**src/hw/ped_pkg.sv**
```systemverilog
// Package for the port error detect register bank: register map, field positions,
// reset values and the carrier types for the register bus and the error strobes.
// Assumes a single 50 MHz clock domain shared with the link-layer error detectors.
package ped_pkg;

  localparam int unsigned NUM_PORTS = 4;
  localparam int unsigned ADDR_W = 8;
  localparam int unsigned DATA_W = 32;

  // Byte offsets on the register bus.
  localparam logic [ADDR_W-1:0] OFF_TARGET = 8'h00;
  localparam logic [ADDR_W-1:0] OFF_DETECT0 = 8'h10;
  localparam logic [ADDR_W-1:0] OFF_DETECT_STEP = 8'h04;
  localparam logic [ADDR_W-1:0] OFF_IRQ_STATUS = 8'h20;
  localparam logic [ADDR_W-1:0] OFF_IRQ_MASK = 8'h24;

  // Field positions of the port-write target register.
  localparam int unsigned TGT_LOWER_LSB = 16;
  localparam int unsigned TGT_UPPER_LSB = 24;

  // Bit positions of the error detect register.
  localparam int unsigned BIT_VENDOR_FAULT = 31;
  localparam int unsigned BIT_SBIT_PARITY = 23;
  localparam int unsigned BIT_BAD_CRC_CTRL = 22;
  localparam int unsigned BIT_ACK_WRONG_SEQ = 21;
  localparam int unsigned BIT_REJECTION = 20;
  localparam int unsigned BIT_PKT_OUT_OF_SEQ = 19;
  localparam int unsigned BIT_PKT_CRC_FAIL = 18;
  localparam int unsigned BIT_PKT_OVERSIZE = 17;
  localparam int unsigned BIT_RESP_NOT_PENDING = 5;
  localparam int unsigned BIT_PROTOCOL = 4;
  localparam int unsigned BIT_DELINEATION = 2;
  localparam int unsigned BIT_UNREQ_ACK = 1;
  localparam int unsigned BIT_LINK_TIMEOUT = 0;

  // Bits that exist in the error detect register; everything else reads zero.
  localparam logic [DATA_W-1:0] DETECT_IMPL_MASK = 32'h807E0037;
  // Errors for which the capture registers hold no valid information.
  localparam logic [DATA_W-1:0] CAPTURE_INVALID_MASK = 32'h00200025;
  localparam logic [DATA_W-1:0] TARGET_IMPL_MASK = 32'hFFFF0000;

  localparam logic [DATA_W-1:0] RST_TARGET = 32'h00000000;
  localparam logic [DATA_W-1:0] RST_DETECT = 32'h00000000;
  localparam logic [NUM_PORTS-1:0] RST_IRQ = 4'h0;
  localparam logic [DATA_W-1:0] RST_READDATA = 32'h00000000;

  // One-cycle error strobes from a port's link-layer detectors.
  typedef struct packed {
    logic vendor_defined_fault;
    logic bad_crc_ctrl_symbol;
    logic ack_symbol_wrong_seq;
    logic rejection_symbol_seen;
    logic packet_out_of_sequence;
    logic packet_crc_fail;
    logic packet_oversize;
    logic response_seq_not_pending;
    logic protocol_error;
    logic delineation_error;
    logic unrequested_ack_seen;
    logic link_timeout;
  } ped_err_evt_t;

  typedef struct packed {
    logic read;
    logic write;
    logic [ADDR_W-1:0] address;
    logic [DATA_W-1:0] writedata;
    logic [3:0] byteenable;
  } ped_av_req_t;

  typedef struct packed {
    logic [DATA_W-1:0] readdata;
    logic waitrequest;
  } ped_av_rsp_t;

  // Places each strobe on its register bit. The S-bit parity bit has no source.
  function automatic logic [DATA_W-1:0] ped_evt_bits(input ped_err_evt_t e);
    logic [DATA_W-1:0] v;
    v = 32'h00000000;
    v[BIT_VENDOR_FAULT] = e.vendor_defined_fault; // see RULE_04
    v[BIT_SBIT_PARITY] = 1'b0; // see RULE_05
    v[BIT_BAD_CRC_CTRL] = e.bad_crc_ctrl_symbol; // see RULE_06
    v[BIT_ACK_WRONG_SEQ] = e.ack_symbol_wrong_seq; // see RULE_07
    v[BIT_REJECTION] = e.rejection_symbol_seen; // see RULE_08
    v[BIT_PKT_OUT_OF_SEQ] = e.packet_out_of_sequence; // see RULE_09
    v[BIT_PKT_CRC_FAIL] = e.packet_crc_fail; // see RULE_10
    v[BIT_PKT_OVERSIZE] = e.packet_oversize; // see RULE_11
    v[BIT_RESP_NOT_PENDING] = e.response_seq_not_pending; // see RULE_12
    v[BIT_PROTOCOL] = e.protocol_error; // see RULE_13
    v[BIT_DELINEATION] = e.delineation_error; // see RULE_14
    v[BIT_UNREQ_ACK] = e.unrequested_ack_seen; // see RULE_15
    v[BIT_LINK_TIMEOUT] = e.link_timeout; // see RULE_16
    return v;
  endfunction

endpackage

```
**src/hw/ped_regs.sv**
```systemverilog
// Port error detect register bank: port-write target register, four per-port
// error detect registers that clear on read, and a sticky interrupt per port.
// Assumes an Avalon-MM master on clk and error strobes generated on the same clock.
//
// Design decisions made here: register access over Avalon-MM and the register addresses.
`timescale 1ns/1ps
`default_nettype none

//Contract
// RULE_01: Target register bits 23-16 hold a writable 8-bit port-write destination ID.
// RULE_02: Bits 31-24 hold the upper target ID byte, used only with large transport.
// RULE_03: Four error detect registers, each logging only its own port's errors.
// RULE_04: Bit 31 sets on a vendor-defined fault such as an unsupported transaction.
// RULE_05: Bit 23 is reserved and never set on a serial link.
// RULE_06: Bit 22 sets when a control symbol fails its CRC.
// RULE_07: Bit 21 sets on an accept or retry acknowledge with the wrong ackID.
// RULE_08: Bit 20 sets on every received packet-not-accepted symbol.
// RULE_09: Bit 19 sets on a received packet with an out-of-sequence ackID.
// RULE_10: Bit 18 sets on a received packet failing its CRC.
// RULE_11: Bit 17 sets on a received packet longer than 276 bytes.
// RULE_12: Bit 5 sets on a link-response naming no outstanding packet.
// RULE_13: Bit 4 sets on a packet or symbol unexpected in the protocol state.
// RULE_14: Bit 2 sets on a misaligned delimiter or an undefined code-group.
// RULE_15: Bit 1 sets on an acknowledge that no transmitted packet solicited.
// RULE_16: Bit 0 sets when an acknowledge or link-response times out.
// RULE_17: Bits 21, 5, 2 and 0 do not mark capture information as valid.
// RULE_18: Detect bits stay set until read; the read returns and clears them.
module ped_regs
  import ped_pkg::*;
(
  input wire logic clk,
  input wire logic rst,
  input wire ped_av_req_t av_req,
  output ped_av_rsp_t av_rsp_q,
  input wire ped_err_evt_t [NUM_PORTS-1:0] port_evt,
  input wire logic large_transport,
  output logic [15:0] pw_dest_id_q,
  output logic [NUM_PORTS-1:0] capture_valid_q,
  output logic irq_q
);

  logic [DATA_W-1:0] target_q;
  logic [DATA_W-1:0] target_d;
  logic [DATA_W-1:0] detect_q [NUM_PORTS];
  logic [DATA_W-1:0] evt_set [NUM_PORTS];
  logic [NUM_PORTS-1:0] det_sel;
  logic [NUM_PORTS-1:0] irq_stat_q;
  logic [NUM_PORTS-1:0] irq_stat_d;
  logic [NUM_PORTS-1:0] irq_mask_q;
  logic [NUM_PORTS-1:0] port_hit;
  logic [DATA_W-1:0] rd_mux;
  logic req;
  logic rd_done;
  logic wr_done;
  logic [DATA_W-1:0] wmask;

  // A request is taken on the second edge after it appears, when waitrequest is low.
  // The single wait cycle lets read data come from a flip-flop.
  assign req = av_req.read | av_req.write;
  assign rd_done = av_req.read & ~av_rsp_q.waitrequest;
  assign wr_done = av_req.write & ~av_rsp_q.waitrequest;

  always_comb begin
    wmask = {{8{av_req.byteenable[3]}}, {8{av_req.byteenable[2]}},
             {8{av_req.byteenable[1]}}, {8{av_req.byteenable[0]}}};
  end

  always_ff @(posedge clk) begin
    if (rst) begin
      av_rsp_q.waitrequest <= 1'b1;
    end else if (req && av_rsp_q.waitrequest) begin
      av_rsp_q.waitrequest <= 1'b0;
    end else begin
      av_rsp_q.waitrequest <= 1'b1;
    end
  end

  // Read data is sampled in the wait cycle, so the value returned is exactly the
  // value that the completing read then clears; later events survive the clear.
  always_comb begin
    rd_mux = 32'h00000000;
    if (av_req.address == OFF_TARGET) begin
      rd_mux = target_q & TARGET_IMPL_MASK;
    end else if (av_req.address == OFF_IRQ_STATUS) begin
      rd_mux = {{(DATA_W-NUM_PORTS){1'b0}}, irq_stat_q};
    end else if (av_req.address == OFF_IRQ_MASK) begin
      rd_mux = {{(DATA_W-NUM_PORTS){1'b0}}, irq_mask_q};
    end else begin
      for (int i = 0; i < NUM_PORTS; i++) begin
        if (det_sel[i]) begin
          rd_mux = detect_q[i] & DETECT_IMPL_MASK; // see RULE_18
        end
      end
    end
  end

  always_ff @(posedge clk) begin
    if (rst) begin
      av_rsp_q.readdata <= RST_READDATA;
    end else if (av_req.read && av_rsp_q.waitrequest) begin
      av_rsp_q.readdata <= rd_mux;
    end
  end

  // Port-write target. The low half is reserved and never stored.
  always_comb begin
    target_d = target_q;
    if (wr_done && av_req.address == OFF_TARGET) begin
      target_d = ((target_q & ~wmask) | (av_req.writedata & wmask)) & TARGET_IMPL_MASK; // see RULE_01
    end
  end

  always_ff @(posedge clk) begin
    if (rst) begin
      target_q <= RST_TARGET;
    end else begin
      target_q <= target_d;
    end
  end

  // Small transport systems see only the lower byte; the upper is forced to zero.
  always_ff @(posedge clk) begin
    if (rst) begin
      pw_dest_id_q <= 16'h0000;
    end else if (large_transport) begin
      // Both bytes sit side by side from the lower field upwards.
      pw_dest_id_q <= target_q[TGT_LOWER_LSB +: 16]; // see RULE_02
    end else begin
      pw_dest_id_q <= {8'h00, target_q[TGT_LOWER_LSB +: 8]}; // see RULE_01
    end
  end

  // One detect register per port, fed only by that port's strobes.
  for (genvar p = 0; p < NUM_PORTS; p++) begin : g_port
    localparam logic [ADDR_W-1:0] PORT_OFF = OFF_DETECT0 + ADDR_W'(p * 4);
    logic [DATA_W-1:0] clr;

    assign det_sel[p] = (av_req.address == PORT_OFF);
    assign evt_set[p] = ped_evt_bits(port_evt[p]) & DETECT_IMPL_MASK; // see RULE_03
    assign clr = (rd_done && det_sel[p]) ? av_rsp_q.readdata : 32'h00000000;
    assign port_hit[p] = |evt_set[p];

    // Set wins over the read clear so an event in the clearing cycle is kept.
    always_ff @(posedge clk) begin
      if (rst) begin
        detect_q[p] <= RST_DETECT;
      end else begin
        detect_q[p] <= (detect_q[p] & ~clr) | evt_set[p]; // see RULE_18
      end
    end

    always_ff @(posedge clk) begin
      if (rst) begin
        capture_valid_q[p] <= 1'b0;
      end else begin
        capture_valid_q[p] <= |(evt_set[p] & ~CAPTURE_INVALID_MASK); // see RULE_17
      end
    end

  end

  always_comb begin
    irq_stat_d = irq_stat_q;
    if (wr_done && av_req.address == OFF_IRQ_STATUS) begin
      irq_stat_d = irq_stat_q & ~av_req.writedata[NUM_PORTS-1:0];
    end
    irq_stat_d = irq_stat_d | port_hit;
  end

  always_ff @(posedge clk) begin
    if (rst) begin
      irq_stat_q <= RST_IRQ;
    end else begin
      irq_stat_q <= irq_stat_d;
    end
  end

  always_ff @(posedge clk) begin
    if (rst) begin
      irq_mask_q <= RST_IRQ;
    end else if (wr_done && av_req.address == OFF_IRQ_MASK) begin
      irq_mask_q <= av_req.writedata[NUM_PORTS-1:0];
    end
  end

  always_ff @(posedge clk) begin
    if (rst) begin
      irq_q <= 1'b0;
    end else begin
      irq_q <= |(irq_stat_q & irq_mask_q);
    end
  end
endmodule

`default_nettype wire

```
**config.mk**
```make
export PLATFORM = sky130hd
export DESIGN_NAME = ped_regs
export DESIGN_NICKNAME = d
export VERILOG_FILES = /design/src/hw/ped_pkg.sv /design/src/hw/ped_regs.sv
export SDC_FILE = /design/constraint.sdc
export NUM_CORES = 1
export LEC_CHECK = 0
export ABC_CLOCK_PERIOD_IN_PS = 4300
export BUFFER_PORTS_ARGS = -buffer_cell sky130_fd_sc_hd__buf_2
export CORE_MARGIN = 4
export CORE_UTILIZATION = 49
export CTS_CLUSTER_SIZE = 20
export DETAILED_ROUTE_END_ITERATION = 8
export GPL_TIMING_DRIVEN = 1
export PLACE_DENSITY_LB_ADDON = 0.15
export RECOVER_POWER = 50
export SKIP_CTS_REPAIR_TIMING = 1
export SLEW_MARGIN = 20
export SYNTH_ARGS = -nofsm -noshare
export SYNTH_HDL_FRONTEND = slang
export SYNTH_SLANG_ARGS = --single-unit
```
**constraint.sdc**
```tcl
create_clock -name clk -period 4.3 [get_ports clk]
set_input_delay 0.86 -clock clk [delete_from_list [all_inputs] [get_ports clk]]
set_output_delay 0.86 -clock clk [all_outputs]
set_load 0.02 [all_outputs]
```
; ---- Word level (Yosys, flattened, before mapping)
; Memory sizes are Yosys's and may differ from the RTL's.
; Index checks and enable logic that the tools add are counted.
[word_totals]
register_bits = 78
mem_bits_rw = 128
inputBits = 97
output_inout_bits = 54
elab_cells = 88
mem_count = 1
[memory_table]
columns = name, depth, width, read_ports, rd_clocked_by_memory_dff, write_ports, line
row1 = detect_q, 4, 32, 4, 0, 4, ped_regs.sv:44  ; logic [DATA_W-1:0] detect_q [NUM_PORTS];
[classes]
eq_ne = 6
n_mux = 20
n_bitwise = 29
n_reduce_logical = 20
[op_table]
columns = op, count
row1 = 2-to-1 mux 32 bit, 15
row2 = AND 32 bit, 6
row3 = inverter 32 bit, 5
row4 = bitwise OR 32 bit, 5
row5 = OR reduction 12 bit, 4
row6 = == test 8 x 5 -> 1 bit (second input constant), 4
row7 = OR reduction 8 bit, 4
row8 = == test 8 x 6 -> 1 bit (second input constant), 2
row9 = logical AND 1 bit, 9
row10 = AND 4 bit, 2
row11 = zero test 8 bit, 1
row12 = bitwise OR 1 bit, 5
row13 = 2-to-1 mux 1 bit, 4
row14 = 2-to-1 mux 4 bit, 1
row15 = inverter 4 bit, 1
row16 = bitwise OR 4 bit, 1
row17 = OR reduction 4 bit, 1
row18 = AND 1 bit, 2
row19 = inverter 1 bit, 2
row20 = OR reduction 2 bit, 1

; ---- Longest topological paths before layout
[logic_depth]
word_depth = 8
mapped_depth = 6
mapped_depth_nobuf = 4

; ---- Least setup slack after synthesis
; No wires, ideal clock.
[synth_timing]
path_type = input to register
start = input av_req[38] (netlist name)
end = register with a tool-made name
setup_ns = 0.128
arrival_time_ns = 2.459
t_required_ns = 4.172
path_slack_ns = 1.713
cell_stages = 6
path_buffers = 2
cell_sequence = buf_6 > or4_4 > buf_6 > nor4_4 > mux2i_1 > nor2_1
[synth_lines]
columns = element, line
row1 = start: declaration, ped_regs.sv:33  ; input wire ped_av_req_t av_req,

; ---- Worst setup path after layout
[layout_timing]
start = input rst
end = register capture_valid_q[3]
[layout_lines]
columns = element, line
row1 = start: declaration, ped_regs.sv:32  ; input wire logic rst,
row2 = end signal: indexed assignment, ped_regs.sv:156  ; capture_valid_q[p] <= |(evt_set[p] & ~CAPTURE_INVALID_MASK);
row3 = end: declaration, ped_regs.sv:38  ; output logic [NUM_PORTS-1:0] capture_valid_q,
; No word-level cell between the ends.

==> impl_metrics.csv <==
group,metric,value,unit
floorplan,die_w,107,um
yosys,ys_ff_latch,116,
floorplan,core,0.00968,mm2
yosys,synth_largest_area_cell,"dfxtp_1",
grt,grt.overflow.total,0,
timing,timing.fmax,311,MHz
timing,setup_viol,0,
timing,maxSlewHeadroom,-0.579,
layout,drive_above_1_share,0.222,
clock_network,root_buffer,"clkbuf_8",
worst_setup_path,required,4.56,ns
worst_setup_path,crit_fanout,54,
route,vias,4471,
yosys,synth_edf_count,0,
layout,regArea,0.00232,mm2
layout,layout.nets,752,
placed_design,gp_congestion,0.869,
grt,antenna_found_initial,0,
yosys,yosysTopAreaCellShare,0.480,
layout,multi_input_area,0.00215,mm2
timing,tns,0,ns
clock_network,path_clk_slew,0.05,ns
route,routed-wl-met2,6.61,mm
floorplan,initial_core_util,0.500,
clock_network,cts_inserted_buffers,17,
clock_network,htree_levels,4,
yosys,yosysUniqueCellTypes,43,
timing,worst_pin_slew,2.37,ns
timing,slew_violations,55,
worst_setup_path,path_class,"input pin to flop",
power,vdd_drop_max,268,uV
route,route.detailed.drc,0,
route,route.met3.wl,1.41,mm
run_status,status,"finished with violations",
timing,fin_crit,3.21,ns
layout,final_common_cell,"dfxtp_1",
floorplan,dieArea,0.0115,mm2
route,wl_met1,5.83,mm
floorplan,ios,151,
grt,track_usage,0.247,
worst_setup_path,worstSetupStartpointType,"input pin",
power,powerDensity,452,mW/mm2
power,leakage,2.53,nW
route,ant_nets,0,
floorplan,die_y,107,um
yosys,ys_seq_area_frac,0.480,
grt,grt_pass1_vias,4242,
layout,final_cell_mix,"dfxtp_1 (116), buf_2 (93), nor2_1 (62), inv_1 (54), a21oi_1 (45)",
route,highest_layer,"met4",
placed_design,dpl.hpwl,9.91,mm
job,max_cap_violations,1,
placed_design,port_buffers,126,
grt,grt_max_degree,55,
timing,skew,0.00669,ns
route,drt_iter0_markers,452,
worst_setup_path,arrival,3.47,ns
layout,area_delta_synth_final,25.7,%
worst_setup_path,reg2reg_slack,2.29,ns
run_status,violations,"max-capacitance violations, max-slew violations",
yosys,syn_avg_cell_area,9.15,um2
yosys,synthCells,529,
layout,fillers,882,
yosys,synth-main-ff-cell,"dfxtp_1",
clock_network,clock_path_buffers,2,
grt,grt_pass1_wl,21.9,mm
layout,final_core_util,0.628,
worst_setup_path,critPathCaptureType,"flop",
route,dr.pass1.iters,5,
clock_network,clkLatencyLatePin,0.51,ns
worst_hold_path,min-delay-path-class,"flop to flop",
timing,rsz0062_at_grt,"false",
clock_network,clock_sinks,116,
route,routed_wirelength,14.2,mm
yosys,synth_area_leaders,"dfxtp_1 (48%), nor2_1 (4.8%), mux2i_1 (4.8%)",
timing,finalHoldViolCount,0,
clock_network,cts_tree,"yes",
yosys,synthesis.area,0.00484,mm2
yosys,yosysWarningCount,0,
route,wl_per_cell,17.7,um
route,vias_per_cell,5.58,
yosys,async_flop_share,0,
layout,antenna_cells,0,
floorplan,rows,36,
timing,post-route-period-util,0.747,
[report_power, final]
part	switching (W)	leakage [nW]	internal, W
Combinational	0.000137	1.30	0.0000895
Clock	0.000530	0.268	0.000848
Sequential	0.0000271	0.955	0.00112
[cell families after synthesis]
| kind of cell | count (synthesis) | synth area share |
|---|---|---|
| AND/OR/NAND/NOR | 165 | 0.179 |
| AO/OA/AOI/OAI | 121 | 0.165 |
| flip-flops | 116 | 0.480 |
| multiplexers | 33 | 0.0918 |
| other | 1 | 0.000775 |
| buffers and inverters | 93 | 0.0832 |
[critical path, cell delays in order]
cell      delay (ns)
clkbuf_1        0.68
clkbuf_1        1.75
a21oi_1         0.17
[path summary, 6_finish.rpt]
| path | start | endpoint | cells past startpoint |
|---|---|---|---|
| setup / recovery | rst | capture_valid_q[3] | 3 |
| hold reg to reg | av_rsp_q[17] | av_rsp_q[17] | 2 |
| setup reg to reg | av_rsp_q[0] | detect_q[3][5] | 6 |
| hold / removal | av_rsp_q[17] | av_rsp_q[17] | 2 |
[per-layer routing]
| layer | vias to the layer above | global-route usage |
|---|---|---|
| li1 | 2121 | - |
| met1 | 2079 | 0.317 |
| met2 | 243 | 0.393 |
| met3 | 28 | 0.0816 |
| met4 | 0 | 0.0821 |
| met5 | - | 0 |
[cell type report]
type / count / share of cell area
flip-flops and latches: 116 / 0.382
multi-input cells: 329 / 0.353
repair buffers: 137 / 0.109
clock buffers: 19 / 0.0709
inverters: 54 / 0.0333
well taps: 133 / 0.0273
clock inverters: 13 / 0.0247
[cells in the mapped netlist, types with 2 or more instances]
| master | count |
|---|---|
| dfxtp_1 | 116 |
| nand2_1 | 26 |
| a21o_1 | 2 |
| nand3_1 | 6 |
| o311ai_0 | 3 |
| buf_6 | 2 |
| nor4_4 | 2 |
| a21oi_1 | 45 |
| clkbuf_1 | 24 |
| or3_1 | 2 |
| nor2_1 | 62 |
| nor3b_1 | 3 |
| a311oi_1 | 24 |
| a32oi_1 | 5 |
| and2_1 | 10 |
| a22oi_1 | 3 |
| nand4_1 | 16 |
| nor2b_1 | 13 |
| nand3b_1 | 2 |
| nor4_1 | 12 |
| a221oi_1 | 7 |
| o21ai_1 | 18 |
| a211oi_1 | 7 |
| o2bb2ai_1 | 2 |
| inv_1 | 54 |
| o21ai_0 | 2 |
| mux4_2 | 9 |
| buf_1 | 2 |
| buf_4 | 10 |
| and3_1 | 5 |
| mux2i_1 | 23 |
[stage by stage]
stage / worst slack, ns / cell area, um2 / hold WS (ns) / total power [W] / cells
detailed placement: 1.23 / 5550 / 0.445 / 0.00139 / 769
global placement: 1.23 / 5550 / 0.440 / 0.00138 / 769
CTS: 1.71 / 6130 / 0.452 / 0.00276 / 801
floorplan: 1.71 / 4870 / 0.440 / 0.00130 / 538
global route: 0.878 / 6090 / 0.472 / 0.00284 / 801
finish: 1.09 / 6090 / 0.453 / 0.00275 / 801
Note: power is estimated with default switching activity, not from simulation.
